**config.mk**
```make
export PLATFORM = sky130hd
export DESIGN_NAME = bfp_top
export DESIGN_NICKNAME = d
export VERILOG_FILES = /design/src/common/bfp_pkg.sv /design/src/common/bfp_tmr_if.sv /design/src/hdl/bfp_level_cmp.sv /design/src/hdl/bfp_delay_timer.sv /design/src/hdl/bfp_top.sv
export SDC_FILE = /design/constraint.sdc
export NUM_CORES = 1
export LEC_CHECK = 0
export BUFFER_PORTS_ARGS = -buffer_cell sky130_fd_sc_hd__buf_2
export CAP_MARGIN = 10
export CORE_MARGIN = 2
export CORE_UTILIZATION = 40
export CTS_CLUSTER_DIAMETER = 40
export CTS_CLUSTER_SIZE = 16
export DETAILED_ROUTE_END_ITERATION = 8
export SKIP_LAST_GASP = 1
export SLEW_MARGIN = 5
export SYNTH_ARGS = -nofsm -noshare
export SYNTH_HDL_FRONTEND = slang
export SYNTH_SLANG_ARGS = --single-unit
```
**constraint.sdc**
```tcl
create_clock -name clk_sys_i -period 15.61 [get_ports clk_sys_i]
set_input_delay 2.3415 -clock clk_sys_i [delete_from_list [all_inputs] [get_ports clk_sys_i]]
set_output_delay 2.3415 -clock clk_sys_i [all_outputs]
set_load 0.1 [all_outputs]
```
**src/common/bfp_pkg.sv**
```systemverilog
// Constants, types and register map of the breaker failure pick-up block.
package bfp_pkg;
    // Register byte offsets on the Wishbone slave.
    localparam logic [7:0] OFS_MODE     = 8'h00;
    localparam logic [7:0] OFS_PHASE    = 8'h04;
    localparam logic [7:0] OFS_RESID    = 8'h08;
    localparam logic [7:0] OFS_RT_DLY   = 8'h0C;
    localparam logic [7:0] OFS_FL_DLY   = 8'h10;
    localparam logic [7:0] OFS_SRC      = 8'h14;
    localparam logic [7:0] OFS_SIG_MASK = 8'h18;
    localparam logic [7:0] OFS_DO_MASK  = 8'h1C;
    localparam logic [7:0] OFS_FORCE    = 8'h20;
    localparam logic [7:0] OFS_STATUS   = 8'h24;

    // Field positions.
    localparam int MODE_LSB      = 0;
    localparam int MODE_MSB      = 3;
    localparam int RT_EN_BIT     = 4;
    localparam int FORCE_EN_BIT  = 0;
    localparam int FORCE_LSB     = 1;
    localparam int FORCE_MSB     = 3;
    localparam int ST_LSB        = 0;
    localparam int ST_MSB        = 2;
    localparam int ST_RT_BIT     = 3;
    localparam int ST_FAIL_BIT   = 4;
    localparam int ST_PH_BIT     = 5;
    localparam int ST_RES_BIT    = 6;
    localparam int ST_PICK_BIT   = 7;

    // Widths.
    localparam int MAG_W = 20;  // Magnitudes and levels in 0.001 x In units.
    localparam int PH_W  = 12;  // Phase level in 0.01 x In units.
    localparam int DLY_W = 20;  // Delays in 5 ms steps.

    // Fixed release hysteresis of 97 percent.
    localparam int HYST_NUM    = 97;
    localparam int HYST_DEN    = 100;
    localparam int PHASE_SCALE = 10;   // 0.01 x In steps to 0.001 x In steps.

    // Processing cycle timing.
    localparam int CLK_PERIOD_PS = 4000;
    localparam int CYCLE_TIME_US = 5000;
    localparam int CYCLE_CYCLES  = (CYCLE_TIME_US * 1000) / (CLK_PERIOD_PS / 1000);

    // Delay defaults in milliseconds and their step count.
    localparam int STEP_MS      = 5;
    localparam int RT_DLY_MS    = 100;
    localparam int FL_DLY_MS    = 200;
    localparam logic [DLY_W-1:0] RT_DLY_RST = DLY_W'(RT_DLY_MS / STEP_MS);
    localparam logic [DLY_W-1:0] FL_DLY_RST = DLY_W'(FL_DLY_MS / STEP_MS);

    // Level defaults: 0.20 x In and 1.200 x In.
    localparam logic [PH_W-1:0]  PHASE_RST = 12'h014;
    localparam logic [MAG_W-1:0] RESID_RST = 20'h004B0;

    // Residual source selector.
    typedef enum logic [1:0] {
        SRC_NONE = 2'h0,
        SRC_ONE  = 2'h1,
        SRC_TWO  = 2'h2,
        SRC_CALC = 2'h3
    } bfp_src_e;

    // Operating modes.
    typedef enum logic [3:0] {
        MD_CUR           = 4'h0,
        MD_DO            = 4'h1,
        MD_SIG           = 4'h2,
        MD_CUR_AND_DO    = 4'h3,
        MD_CUR_OR_DO     = 4'h4,
        MD_CUR_OR_SIG    = 4'h5,
        MD_CUR_OR_SIG_DO = 4'h6,
        MD_SIG_OR_DO     = 4'h7,
        MD_CUR_AND_SIG   = 4'h8,
        MD_CUR_SIG_DO    = 4'h9,
        MD_SIG_AND_DO    = 4'hA
    } bfp_mode_e;

    // Function status.
    typedef enum logic [2:0] {
        ST_NORMAL  = 3'h0,
        ST_START   = 3'h1,
        ST_RETRIP  = 3'h2,
        ST_FAILURE = 3'h3,
        ST_BLOCKED = 3'h4
    } bfp_status_e;
endpackage

```
**src/common/bfp_tmr_if.sv**
```systemverilog
// Interface joining the status logic to one delay timer.
`timescale 1ns/100ps
interface bfp_tmr_if #(
    parameter int DLY_W = 20
);
    logic             tick;
    logic             run;
    logic [DLY_W-1:0] delay;
    logic             done;

    modport ctl (output tick, output run, output delay, input done);
    modport tmr (input tick, input run, input delay, output done);
endinterface

```
**src/hdl/bfp_level_cmp.sv**
```systemverilog
// Threshold comparator with fixed release hysteresis, updated once per cycle tick.
`timescale 1ns/100ps
module bfp_level_cmp #(
    parameter int MAG_W = 20
) (
    input  wire logic             clk_sys_i,
    input  wire logic             rst_i,
    input  wire logic             tick_i,
    input  wire logic             enable_i,
    input  wire logic [MAG_W-1:0] mag_i,
    input  wire logic [MAG_W-1:0] level_i,
    output logic                  pick_o
);
    localparam int PW = MAG_W + 8;
    logic          pick_q;
    logic          pick_d;
    logic [PW-1:0] mag_x;
    logic [PW-1:0] lvl_x;

    // Release only below 97 percent of the level; compare scaled to avoid a divider.
    always_comb begin
        mag_x  = PW'(mag_i) * PW'(bfp_pkg::HYST_DEN);
        lvl_x  = PW'(level_i) * PW'(bfp_pkg::HYST_NUM);
        pick_d = pick_q;
        if (!enable_i) begin
            pick_d = 1'b0;
        end else if (tick_i) begin
            if (pick_q) begin
                pick_d = !(mag_x < lvl_x);
            end else begin
                pick_d = mag_i > level_i;
            end
        end
    end

    always_ff @(posedge clk_sys_i) begin
        if (rst_i) begin
            pick_q <= 1'b0;
        end else begin
            pick_q <= pick_d;
        end
    end

    assign pick_o = pick_q;
endmodule // bfp_level_cmp

```
**src/hdl/bfp_delay_timer.sv**
```systemverilog
// Definite delay timer counting processing cycles while its start condition holds.
`timescale 1ns/100ps
module bfp_delay_timer #(
    parameter int DLY_W = 20
) (
    input  wire logic clk_sys_i,
    input  wire logic rst_i,
    bfp_tmr_if.tmr    tmr
);
    logic [DLY_W-1:0] cnt_q;
    logic [DLY_W-1:0] cnt_d;

    // Count saturates at the delay; a dropped condition restarts from zero.
    always_comb begin
        cnt_d = cnt_q;
        if (!tmr.run) begin
            cnt_d = '0;
        end else if (tmr.tick && (cnt_q < tmr.delay)) begin
            cnt_d = cnt_q + DLY_W'(1);
        end
    end

    always_ff @(posedge clk_sys_i) begin
        if (rst_i) begin
            cnt_q <= '0;
        end else begin
            cnt_q <= cnt_d;
        end
    end

    // A delay shortened below the count while running fires at once.
    assign tmr.done = tmr.run && (cnt_q >= tmr.delay);
endmodule // bfp_delay_timer

```
**src/hdl/bfp_top.sv**
```systemverilog
// Breaker failure pick-up, criteria selection, timers and Wishbone registers.
`timescale 1ns/100ps
module bfp_top #(
    parameter int SIG_W        = 16,
    parameter int DO_W         = 8,
    parameter int CYCLE_CYCLES = bfp_pkg::CYCLE_CYCLES
) (
    input  wire logic                      clk_sys_i,
    input  wire logic                      rst_i,
    // Wishbone classic slave.
    input  wire logic                      wb_cyc_i,
    input  wire logic                      wb_stb_i,
    input  wire logic                      wb_we_i,
    input  wire logic [7:0]                wb_adr_i,
    input  wire logic [3:0]                wb_sel_i,
    input  wire logic [31:0]               wb_dat_i,
    output logic      [31:0]               wb_dat_o,
    output logic                           wb_ack_o,
    // Magnitudes in 0.001 x In units.
    input  wire logic [bfp_pkg::MAG_W-1:0] phase_l1_i,
    input  wire logic [bfp_pkg::MAG_W-1:0] phase_l2_i,
    input  wire logic [bfp_pkg::MAG_W-1:0] phase_l3_i,
    input  wire logic [bfp_pkg::MAG_W-1:0] residual_input_one_i,
    input  wire logic [bfp_pkg::MAG_W-1:0] residual_input_two_i,
    input  wire logic [bfp_pkg::MAG_W-1:0] computed_residual_i,
    // Trip events, relay controls and blocking.
    input  wire logic [SIG_W-1:0]          trip_sig_i,
    input  wire logic [DO_W-1:0]           relay_ctrl_i,
    input  wire logic                      block_i,
    input  wire logic                      force_allow_i,
    // Function outputs.
    output logic                           start_o,
    output logic                           retrip_o,
    output logic                           breaker_failure_output_o,
    output logic                           blocked_o,
    output logic [2:0]                     status_o,
    output logic                           cycle_tick_o
);
    localparam int MAG_W = bfp_pkg::MAG_W;
    localparam int DLY_W = bfp_pkg::DLY_W;
    localparam int TW    = $clog2(CYCLE_CYCLES);

    // Combine the three criteria as the operating mode asks.
    function automatic logic mode_pick(input logic [3:0] m, input logic c,
                                       input logic s, input logic d);
        logic r;
        r = 1'b0;
        case (m)
            bfp_pkg::MD_CUR:           r = c;
            bfp_pkg::MD_DO:            r = d;
            bfp_pkg::MD_SIG:           r = s;
            bfp_pkg::MD_CUR_AND_DO:    r = c & d;
            bfp_pkg::MD_CUR_OR_DO:     r = c | d;
            bfp_pkg::MD_CUR_OR_SIG:    r = c | s;
            bfp_pkg::MD_CUR_OR_SIG_DO: r = c | s | d;
            bfp_pkg::MD_SIG_OR_DO:     r = s | d;
            bfp_pkg::MD_CUR_AND_SIG:   r = c & s;
            bfp_pkg::MD_CUR_SIG_DO:    r = c & s & d;
            bfp_pkg::MD_SIG_AND_DO:    r = s & d;
            default:                   r = 1'b0;
        endcase
        return r;
    endfunction

    // Merge a write into a register under the byte enables.
    function automatic logic [31:0] wmerge(input logic [31:0] old, input logic [31:0] nw,
                                           input logic [3:0] sel);
        logic [31:0] r;
        r = old;
        for (int i = 0; i < 4; i++) begin
            if (sel[i]) begin
                r[i*8 +: 8] = nw[i*8 +: 8];
            end
        end
        return r;
    endfunction

    // Software registers.
    logic [3:0]       mode_q,   mode_d;
    logic             rt_en_q,  rt_en_d;
    logic [bfp_pkg::PH_W-1:0] phase_q, phase_d;
    logic [MAG_W-1:0] resid_q,  resid_d;
    logic [DLY_W-1:0] rt_dly_q, rt_dly_d;
    logic [DLY_W-1:0] fl_dly_q, fl_dly_d;
    logic [1:0]       src_q,    src_d;
    logic [SIG_W-1:0] sigm_q,   sigm_d;
    logic [DO_W-1:0]  dom_q,    dom_d;
    logic             fen_q,    fen_d;
    logic [2:0]       fst_q,    fst_d;
    logic             ack_q,    ack_d;
    logic [31:0]      rdat_q,   rdat_d;
    logic [31:0]      wr_old;
    logic [31:0]      wr_new;
    logic             wr_en;

    // Processing cycle and status state.
    logic [TW-1:0]    tcnt_q,   tcnt_d;
    logic             tick;
    bfp_pkg::bfp_status_e st_q, st_d;
    logic             rt_q,     rt_d;
    logic             fl_q,     fl_d;

    // Pick-up terms.
    logic             ph1, ph2, ph3, res_pick;
    logic [MAG_W-1:0] res_mag;
    logic [MAG_W-1:0] ph_level;
    logic             cur_pick, sig_pick, do_pick, pick;
    logic             rt_done, fl_done;
    logic [2:0]       eff_st;

    bfp_tmr_if #(.DLY_W(DLY_W)) rt_if ();
    bfp_tmr_if #(.DLY_W(DLY_W)) fl_if ();

    // Processing cycle tick, one clock every 5 ms.
    always_comb begin
        tick   = (tcnt_q == TW'(CYCLE_CYCLES - 1));
        tcnt_d = tick ? '0 : tcnt_q + TW'(1);
    end

    always_ff @(posedge clk_sys_i) begin
        if (rst_i) begin
            tcnt_q <= '0;
        end else begin
            tcnt_q <= tcnt_d;
        end
    end

    // Residual source and phase level scaling into common units.
    always_comb begin
        ph_level = MAG_W'(phase_q) * MAG_W'(bfp_pkg::PHASE_SCALE);
        case (src_q)
            bfp_pkg::SRC_ONE:  res_mag = residual_input_one_i;
            bfp_pkg::SRC_TWO:  res_mag = residual_input_two_i;
            bfp_pkg::SRC_CALC: res_mag = computed_residual_i;
            default:           res_mag = '0;
        endcase
    end

    bfp_level_cmp #(.MAG_W(MAG_W)) u_cmp_l1 (
        .clk_sys_i (clk_sys_i),
        .rst_i     (rst_i),
        .tick_i    (tick),
        .enable_i  (1'b1),
        .mag_i     (phase_l1_i),
        .level_i   (ph_level),
        .pick_o    (ph1)
    );
    bfp_level_cmp #(.MAG_W(MAG_W)) u_cmp_l2 (
        .clk_sys_i (clk_sys_i),
        .rst_i     (rst_i),
        .tick_i    (tick),
        .enable_i  (1'b1),
        .mag_i     (phase_l2_i),
        .level_i   (ph_level),
        .pick_o    (ph2)
    );
    bfp_level_cmp #(.MAG_W(MAG_W)) u_cmp_l3 (
        .clk_sys_i (clk_sys_i),
        .rst_i     (rst_i),
        .tick_i    (tick),
        .enable_i  (1'b1),
        .mag_i     (phase_l3_i),
        .level_i   (ph_level),
        .pick_o    (ph3)
    );
    // With no residual source chosen the residual element stays cleared.
    bfp_level_cmp #(.MAG_W(MAG_W)) u_cmp_res (
        .clk_sys_i (clk_sys_i),
        .rst_i     (rst_i),
        .tick_i    (tick),
        .enable_i  (src_q != bfp_pkg::SRC_NONE),
        .mag_i     (res_mag),
        .level_i   (resid_q),
        .pick_o    (res_pick)
    );

    // Criteria: masks only count when the mode includes them.
    always_comb begin
        cur_pick = ph1 | ph2 | ph3 | res_pick;
        sig_pick = |(trip_sig_i & sigm_q);
        do_pick  = |(relay_ctrl_i & dom_q);
        pick     = mode_pick(mode_q, cur_pick, sig_pick, do_pick);
    end

    // Both timers share one start; blocking holds them cleared.
    assign rt_if.tick  = tick;
    assign rt_if.run   = pick && !block_i && (st_q != bfp_pkg::ST_BLOCKED);
    assign rt_if.delay = rt_dly_q;
    assign fl_if.tick  = tick;
    assign fl_if.run   = rt_if.run;
    assign fl_if.delay = fl_dly_q;
    assign rt_done     = rt_if.done;
    assign fl_done     = fl_if.done;

    bfp_delay_timer #(.DLY_W(DLY_W)) u_rt_tmr (
        .clk_sys_i (clk_sys_i),
        .rst_i     (rst_i),
        .tmr       (rt_if.tmr)
    );
    bfp_delay_timer #(.DLY_W(DLY_W)) u_fl_tmr (
        .clk_sys_i (clk_sys_i),
        .rst_i     (rst_i),
        .tmr       (fl_if.tmr)
    );

    // Status is resolved once per processing cycle.
    always_comb begin
        st_d = st_q;
        rt_d = rt_q;
        fl_d = fl_q;
        if (tick) begin
            rt_d = 1'b0;
            fl_d = 1'b0;
            if (!pick) begin
                st_d = bfp_pkg::ST_NORMAL;
            end else if (block_i || st_q == bfp_pkg::ST_BLOCKED) begin
                st_d = bfp_pkg::ST_BLOCKED;
            end else begin
                st_d = bfp_pkg::ST_START;
                rt_d = rt_done && rt_en_q;
                fl_d = fl_done;
                if (fl_done) begin
                    st_d = bfp_pkg::ST_FAILURE;
                end else if (rt_done && rt_en_q) begin
                    st_d = bfp_pkg::ST_RETRIP;
                end
            end
        end
    end

    always_ff @(posedge clk_sys_i) begin
        if (rst_i) begin
            st_q <= bfp_pkg::ST_NORMAL;
            rt_q <= 1'b0;
            fl_q <= 1'b0;
        end else begin
            st_q <= st_d;
            rt_q <= rt_d;
            fl_q <= fl_d;
        end
    end

    // Forcing overrides what the outputs show, not the supervision itself.
    always_comb begin
        eff_st = (fen_q && force_allow_i) ? fst_q : st_q;
        start_o                  = (eff_st == bfp_pkg::ST_START) ||
                                   (eff_st == bfp_pkg::ST_RETRIP) ||
                                   (eff_st == bfp_pkg::ST_FAILURE);
        retrip_o                 = (fen_q && force_allow_i) ?
                                   (eff_st == bfp_pkg::ST_RETRIP) && rt_en_q : rt_q;
        breaker_failure_output_o = (fen_q && force_allow_i) ?
                                   (eff_st == bfp_pkg::ST_FAILURE) : fl_q;
        blocked_o                = (eff_st == bfp_pkg::ST_BLOCKED);
        status_o                 = eff_st;
        cycle_tick_o             = tick;
    end

    // Wishbone slave: registered ack one cycle after the strobe, dropped the next.
    always_comb begin
        mode_d   = mode_q;
        rt_en_d  = rt_en_q;
        phase_d  = phase_q;
        resid_d  = resid_q;
        rt_dly_d = rt_dly_q;
        fl_dly_d = fl_dly_q;
        src_d    = src_q;
        sigm_d   = sigm_q;
        dom_d    = dom_q;
        fen_d    = fen_q;
        fst_d    = fst_q;
        rdat_d   = rdat_q;
        wr_old   = '0;
        ack_d    = wb_cyc_i && wb_stb_i && !ack_q;
        wr_en    = ack_d && wb_we_i;
        case (wb_adr_i)
            bfp_pkg::OFS_MODE: begin
                wr_old[bfp_pkg::MODE_MSB:bfp_pkg::MODE_LSB] = mode_q;
                wr_old[bfp_pkg::RT_EN_BIT] = rt_en_q;
            end
            bfp_pkg::OFS_PHASE:    wr_old = 32'(phase_q);
            bfp_pkg::OFS_RESID:    wr_old = 32'(resid_q);
            bfp_pkg::OFS_RT_DLY:   wr_old = 32'(rt_dly_q);
            bfp_pkg::OFS_FL_DLY:   wr_old = 32'(fl_dly_q);
            bfp_pkg::OFS_SRC:      wr_old = 32'(src_q);
            bfp_pkg::OFS_SIG_MASK: wr_old = 32'(sigm_q);
            bfp_pkg::OFS_DO_MASK:  wr_old = 32'(dom_q);
            bfp_pkg::OFS_FORCE: begin
                wr_old[bfp_pkg::FORCE_EN_BIT] = fen_q;
                wr_old[bfp_pkg::FORCE_MSB:bfp_pkg::FORCE_LSB] = fst_q;
            end
            bfp_pkg::OFS_STATUS: begin
                wr_old[bfp_pkg::ST_MSB:bfp_pkg::ST_LSB] = eff_st;
                wr_old[bfp_pkg::ST_RT_BIT]   = retrip_o;
                wr_old[bfp_pkg::ST_FAIL_BIT] = breaker_failure_output_o;
                wr_old[bfp_pkg::ST_PH_BIT]   = ph1 | ph2 | ph3;
                wr_old[bfp_pkg::ST_RES_BIT]  = res_pick;
                wr_old[bfp_pkg::ST_PICK_BIT] = pick;
            end
            default: wr_old = '0;
        endcase
        wr_new = wmerge(wr_old, wb_dat_i, wb_sel_i);
        if (ack_d && !wb_we_i) begin
            rdat_d = wr_old;
        end
        // Every writable register may change while running, source, masks and forcing included.
        if (wr_en) begin
            case (wb_adr_i)
                bfp_pkg::OFS_MODE: begin
                    mode_d  = wr_new[bfp_pkg::MODE_MSB:bfp_pkg::MODE_LSB];
                    rt_en_d = wr_new[bfp_pkg::RT_EN_BIT];
                end
                bfp_pkg::OFS_PHASE:    phase_d  = wr_new[bfp_pkg::PH_W-1:0];
                bfp_pkg::OFS_RESID:    resid_d  = wr_new[MAG_W-1:0];
                bfp_pkg::OFS_RT_DLY:   rt_dly_d = wr_new[DLY_W-1:0];
                bfp_pkg::OFS_FL_DLY:   fl_dly_d = wr_new[DLY_W-1:0];
                bfp_pkg::OFS_SRC:      src_d    = wr_new[1:0];
                bfp_pkg::OFS_SIG_MASK: sigm_d   = wr_new[SIG_W-1:0];
                bfp_pkg::OFS_DO_MASK:  dom_d    = wr_new[DO_W-1:0];
                bfp_pkg::OFS_FORCE: begin
                    fen_d = wr_new[bfp_pkg::FORCE_EN_BIT];
                    fst_d = wr_new[bfp_pkg::FORCE_MSB:bfp_pkg::FORCE_LSB];
                end
                default: fen_d = fen_q;
            endcase
        end
    end

    always_ff @(posedge clk_sys_i) begin
        if (rst_i) begin
            mode_q   <= bfp_pkg::MD_CUR;
            rt_en_q  <= 1'b1;
            phase_q  <= bfp_pkg::PHASE_RST;
            resid_q  <= bfp_pkg::RESID_RST;
            rt_dly_q <= bfp_pkg::RT_DLY_RST;
            fl_dly_q <= bfp_pkg::FL_DLY_RST;
            src_q    <= bfp_pkg::SRC_NONE;
            sigm_q   <= '0;
            dom_q    <= '0;
            fen_q    <= 1'b0;
            fst_q    <= bfp_pkg::ST_NORMAL;
            ack_q    <= 1'b0;
            rdat_q   <= '0;
        end else begin
            mode_q   <= mode_d;
            rt_en_q  <= rt_en_d;
            phase_q  <= phase_d;
            resid_q  <= resid_d;
            rt_dly_q <= rt_dly_d;
            fl_dly_q <= fl_dly_d;
            src_q    <= src_d;
            sigm_q   <= sigm_d;
            dom_q    <= dom_d;
            fen_q    <= fen_d;
            fst_q    <= fst_d;
            ack_q    <= ack_d;
            rdat_q   <= rdat_d;
        end
    end

    assign wb_ack_o = ack_q;
    assign wb_dat_o = rdat_q;
endmodule // bfp_top

```
==> impl_metrics.tcl, run 1 <==
set metrics [dict create \
    fmax_mhz 124 \
    postCtsSetupBuffers 0 \
    synthAdderAreaFrac_pct 36.8 \
    drc 0 \
    synthCells 3186 \
    vias 22331 \
    start_util_pct 40.3 \
    grt_max_degree 68 \
    cts_made_buffers 17 \
    overflow 0 \
    viasPerCell 5.27 \
    grt.total_usage_pct 20.8 \
    fin_area_mm2 0.0284 \
    wl_mm 69.7 \
    synthSimpleGateAreaFrac_pct 15.0 \
    fin_ws_ns 7.55 \
    use_met3_pct 2.62 \
    clock_path_buffers 2 \
    first_pass_iters 6 \
    synth_top_family_by_area "adder cells" \
    met2_usage_pct 33.2 \
    period_share_pct 51.6 \
    mostFrequentLayoutCells "622 x ha_1, 503 x inv_1, 268 x nor2_1" \
    io_buffer_count 210 \
    synth-xor-area-share_pct 5.36 \
    nFillCells 6561 \
    finalSetupViolCount 0 \
    synth_cell_type_count 82 \
    synth_edf_count 0 \
    stdcell_count 4237 \
    holdWs_ns 0.447 \
    criticalPathCategory "flop to flop" \
    crit_top_cell "ha_1" \
    timing.slew.headroom_pct 24.8 \
    max_cap_viol_count 0 \
    crit_path_max_fanout 5 \
    io_pins 236 \
    startpoint "phase_q[2]$_SDFFE_PP1P_" \
    rr_startpoint "phase_q[2]$_SDFFE_PP1P_" \
    clk_latency_ns 0.45 \
    period_needed_ns 8.06 \
    r2r_setup_slack_ns 7.55 \
    met1_usage_pct 29.5 \
    cts_sinks 198 \
    drive_above_1_share_pct 9.41 \
    grt_first_pass_wirelength_mm 111 \
    leakagePower_nw 14.7 \
    fp.dieW_um 258 \
    slowest_delay_ns 0.52 \
    placed_cell_area_mm2 0.0278 \
    cts_tree "done" \
    design.core.area_mm2 0.0641 \
    grt_pass1_vias 21085 \
    vdd_drop_max_v 0.0000760 \
    layout.area.seq_mm2 0.00396 \
    power.total_mw 1.70 \
    crit_arrival_ns 8.39 \
    path_clk_slew_ns 0.07 \
    crit_slowest_cell "fa_1" \
    critPathRequiredTime_ns 15.94 \
    powerDensity_mw_per_mm2 59.8 \
    die_area_mm2 0.0666 \
    ys_async_sr_fraction_pct 0 \
    hp-start "tcnt_q[0]$_SDFF_PP0_" \
    multi_input_area_mm2 0.0197 \
    top_usage_layer "met2" \
    cts_hold_buf 0 \
    rsz0062_at_grt "no" \
    ys.flop_type "dfxtp_1" \
    routedWlPerCell_um 16.4 \
    final_core_util_pct 44.3 \
    cts_max_level 4 \
    drv_slew 0 \
    antenna_found_initial 3 \
    muxShareOfSynthArea_pct 1.72 \
    dpl_worst_slack_ns 7.31 \
    dp_hpwl_mm 57.6 \
    yosysWarningCount 0 \
    tns_ns 0 \
    cts-root-buf "clkbuf_16" \
    finalClockSkew_ns 0.0167 \
    status "completed" \
    start_kind "flop" \
    nNetsFinal 4265 \
    cp-end-kind "flop" \
    gp_congestion 0.868 \
    final_common_cell "ha_1" \
    hold_path_class "flop to flop" \
    cts-resized-gates 0 \
    ant_nets 0 \
    ys_ff_latch 198 \
    syn_avg_cell_area_um2 8.10 \
    synth_area_mm2 0.0258 \
    num_rows 93 \
    synth_compound_area_share_pct 17.1 \
    drt_iter0_drc 1392 \
    yosysSeqAreaShare_pct 15.4 \
    worst_pin_slew_ns 1.13 \
    area_delta_synth_final_pct 9.94 \
    dpl.cell_count 4204 \
    final-hold-violation-count 0 \
    die_h_um 258 \
]
cells in the mapped netlist (26+ instances only):
cell / count / share of area (%)
nor2_1: 269 / 3.9
xnor2_1: 71 / 2.4
inv_1: 503 / 7.3
mux2_2: 26 / 1.1
o21ai_0: 85 / 1.6
nand2b_1: 29 / 0.70
xor2_1: 87 / 3.0
and3_1: 39 / 0.94
nand4_1: 31 / 0.75
nor2b_1: 35 / 0.85
clkbuf_1: 55 / 0.80
nand3_1: 66 / 1.3
ha_1: 622 / 30
a22oi_1: 47 / 1.4
a21oi_1: 244 / 4.7
a211oi_1: 28 / 0.81
nand2_1: 216 / 3.1
nor3_1: 35 / 0.68
a21o_1: 69 / 2.0
fa_1: 80 / 6.2
o21a_1: 34 / 0.99
dfxtp_1: 198 / 15
critical path, delay by kind of cell (launching register included):
kind                     cells  cell delay (ns)
adder cells (fa/ha/maj)     10             3.57
AO/OA/AOI/OAI               11             2.19
buffers and inverters        4             0.71
XOR/XNOR                     2             0.65
flip-flops                   1             0.47
AND/OR/NAND/NOR              2             0.31
final timing paths:
path,end,cells after the start
min reg2reg,tcnt_q[0]$_SDFF_PP0_,1
max reg2reg,u_cmp_l1.pick_o$_SDFFE_PP0P_,29
max,u_cmp_l1.pick_o$_SDFFE_PP0P_,29
min,tcnt_q[0]$_SDFF_PP0_,1
cells by family (layout without fill, tap and decap cells):
family | Yosys count | after routing
AO/OA/AOI/OAI | 675 | 675
XOR/XNOR | 158 | 158
adder cells (fa/ha/maj) | 713 | 713
buffers and inverters | 583 | 767
flip-flops | 198 | 198
multiplexers | 41 | 41
other | 1 | 13
AND/OR/NAND/NOR | 817 | 817
where the power goes:
| part | internal (mW) | switching, mW |
|---|---|---|
| Clock | 0.222 | 0.224 |
| Sequential | 0.508 | 0.00182 |
| Combinational | 0.319 | 0.424 |
final cells by class:
class / instances / share of cell area (%)
clock buffers: 20 / 1.61
well taps: 855 / 3.77
flip-flops and latches: 198 / 14.0
multi-input cells: 2416 / 69.3
repair buffers: 230 / 4.24
inverters: 505 / 6.68
diodes: 1 / 0.00881
clock inverters: 12 / 0.467
flip-flops by register name (all words and copies together) (netlist names), 2 cells and up:
register,count
phase_q,12
resid_q,20
mode_q,4
sigm_q,16
dom_q,8
u_rt_tmr.cnt_q,20
src_q,2
rt_dly_q,20
fst_q,3
tcnt_q,21
wb_dat_o,20
st_q,3
fl_dly_q,20
u_fl_tmr.cnt_q,20
metal layers:
layer / part of all wire, % / up-vias
met5: 0.055 / -
met4: 2.3 / 6
met2: 43 / 542
li1: - / 11407
met1: 49 / 10280
met3: 5.4 / 96
Power figures use the tool's default switching activity.
==> inputs of run 2 (changes only) <==
==> constraint.sdc (replaced) <==
create_clock -name clk_sys_i -period 7 [get_ports clk_sys_i]
set_input_delay 1.05 -clock clk_sys_i [delete_from_list [all_inputs] [get_ports clk_sys_i]]
set_output_delay 1.05 -clock clk_sys_i [all_outputs]
set_load 0.1 [all_outputs]
==> impl_metrics.tcl, run 2 (synthesized netlist as in run 1, its figures left out) <==
set metrics [dict create \
    power.total_mw 3.87 \
    ant_nets 0 \
    grt_pass1_vias 21108 \
    num_rows 93 \
    cts_max_level 4 \
    use_met3_pct 2.37 \
    fp.dieW_um 258 \
    start_util_pct 40.3 \
    regMostFlops "tcnt_q" \
    hold_path_depth 1 \
    gp_congestion 0.900 \
    dp_hpwl_mm 58.2 \
    diodes 0 \
    final_core_util_pct 44.9 \
    cts_hold_buf 0 \
    powerDensity_mw_per_mm2 134 \
    worstRegToRegCells 31 \
    die_h_um 258 \
    viasPerCell 5.26 \
    area_delta_synth_final_pct 11.6 \
    nFillCells 6469 \
    worst_pin_slew_ns 1.09 \
    finalClockSkew_ns 0.0152 \
    final-hold-violation-count 0 \
    cpLargestDelayFamily "adder cells" \
    first_pass_iters 7 \
    critPathRequiredTime_ns 7.33 \
    period_needed_ns 6.77 \
    drv_slew 0 \
    io_buffer_count 210 \
    routedWlPerCell_um 16.6 \
    holdWs_ns 0.451 \
    cts-root-buf "clkbuf_16" \
    slowest_delay_ns 0.53 \
    max_cap_viol_count 0 \
    clk_latency_ns 0.46 \
    rsz0062_at_grt "yes" \
    antenna_found_initial 3 \
    mostFrequentLayoutCells "615 x ha_1, 503 x inv_1, 268 x nor2_1" \
    vias 22473 \
    timing.slew.headroom_pct 27.0 \
    finalSetupViolCount 0 \
    cts_sinks 198 \
    cts_tree "done" \
    top_usage_layer "met2" \
    die_area_mm2 0.0666 \
    drive_above_1_share_pct 11.1 \
    io_pins 236 \
    final_common_cell "ha_1" \
    met1_usage_pct 30.2 \
    criticalPathCategory "flop to flop" \
    timing.critical_path.buf_inv 7 \
    wl_mm 71.0 \
    overflow 0 \
    crit_slowest_cell "fa_1" \
    status "completed" \
    vdd_drop_max_v 0.000163 \
    clock_path_buffers 2 \
    crit_top_cell "ha_1" \
    crit_path_max_fanout 4 \
    crit_arrival_ns 7.10 \
    period_share_pct 96.7 \
    cp-end-kind "flop" \
    path_clk_slew_ns 0.08 \
    drt_iter0_drc 1463 \
    largest_reg_flops 21 \
    cts_made_buffers 17 \
    nNetsFinal 4298 \
    grt.total_usage_pct 21.2 \
    hold_path_class "flop to flop" \
    fmax_mhz 148 \
    grt_first_pass_wirelength_mm 113 \
    cp_num_cells 31 \
    grt_max_degree 95 \
    start_kind "flop" \
    met2_usage_pct 34.2 \
    drc 0 \
    leakagePower_nw 14.9 \
    design.core.area_mm2 0.0641 \
]
==> run 2: changes by cell type in the layout (fill, tap and decap cells not counted), sizes merged <==
cell	change
diode	-1
clkbuf	-2
buf	+33
inv	+1
clkinv	+1
==> run 2: timing repair <==
action | 4_1_cts | 5_1_grt
pin swaps | 1 | 19
endpoints found under the setup margin | 3 | 3
setup buffers | 0 | 1
gates resized for setup | 5 | 29
==> run 2: worst paths after layout <==
kind	startpoint	end	slack, ns
worst max-delay path	phase_q[3]$_SDFFE_PP0P_	u_cmp_l3.pick_o$_SDFFE_PP0P_	0.23
worst min-delay path	tcnt_q[0]$_SDFF_PP0_	tcnt_q[0]$_SDFF_PP0_	0.45
worst max register to register	phase_q[3]$_SDFFE_PP0P_	u_cmp_l3.pick_o$_SDFFE_PP0P_	0.23
worst min register to register	tcnt_q[0]$_SDFF_PP0_	tcnt_q[0]$_SDFF_PP0_	0.45
==> run 2: power by group <==
| group | leakage [nW] | total, mW | internal, mW | switching, mW |
|---|---|---|---|---|
| Clock | 0.275 | 0.982 | 0.473 | 0.509 |
| Combinational | 13.0 | 1.75 | 0.742 | 1.01 |
| Sequential | 1.60 | 1.14 | 1.13 | 0.00462 |
| Total | 14.9 | 3.87 | 2.35 | 1.52 |
==> run 2: through the flow <==
stage	instance area [um^2]	TNS [ns]	worst slack (ns)	std cells
final	28800	0	0.230	4269
after global routing	28800	-0.146	-0.0641	4269
after CTS	28600	-0.00815	-0.00815	4268
after detailed placement	28000	-0.247	-0.116	4236
after global placement	28000	-0.188	-0.0768	4236
after floorplan	25900	0	0.0301	3197
==> run 2: routing by layer <==
metal | wire, um | share of wire [%]
met5 | 30 | 0.042
met4 | 1410 | 2.0
met3 | 3880 | 5.5
met2 | 30900 | 44
met1 | 34700 | 49
==> run 2: area by class of cell <==
type / count / area (um^2) / area share (%)
sequential: 198 / 3970 / 13.8
tap: 855 / 1070 / 3.71
clock buffer: 18 / 429 / 1.49
inverter: 505 / 1900 / 6.58
multi-input combinational: 2416 / 19900 / 68.9
timing repair buffer: 263 / 1450 / 5.04
clock inverter: 14 / 145 / 0.504
==> run 2: worst reg2reg max path: cells and delay by family (launching register included) <==
| kind | cells | cell delay, ns |
|---|---|---|
| DFF | 1 | 0.34 |
| xor gates and xnor gates | 2 | 0.40 |
| adders and majority gates | 10 | 3.25 |
| and+or+nand+nor | 4 | 0.59 |
| buffers and inverters | 7 | 0.80 |
| AOI/OAI and AO/OA | 8 | 1.28 |
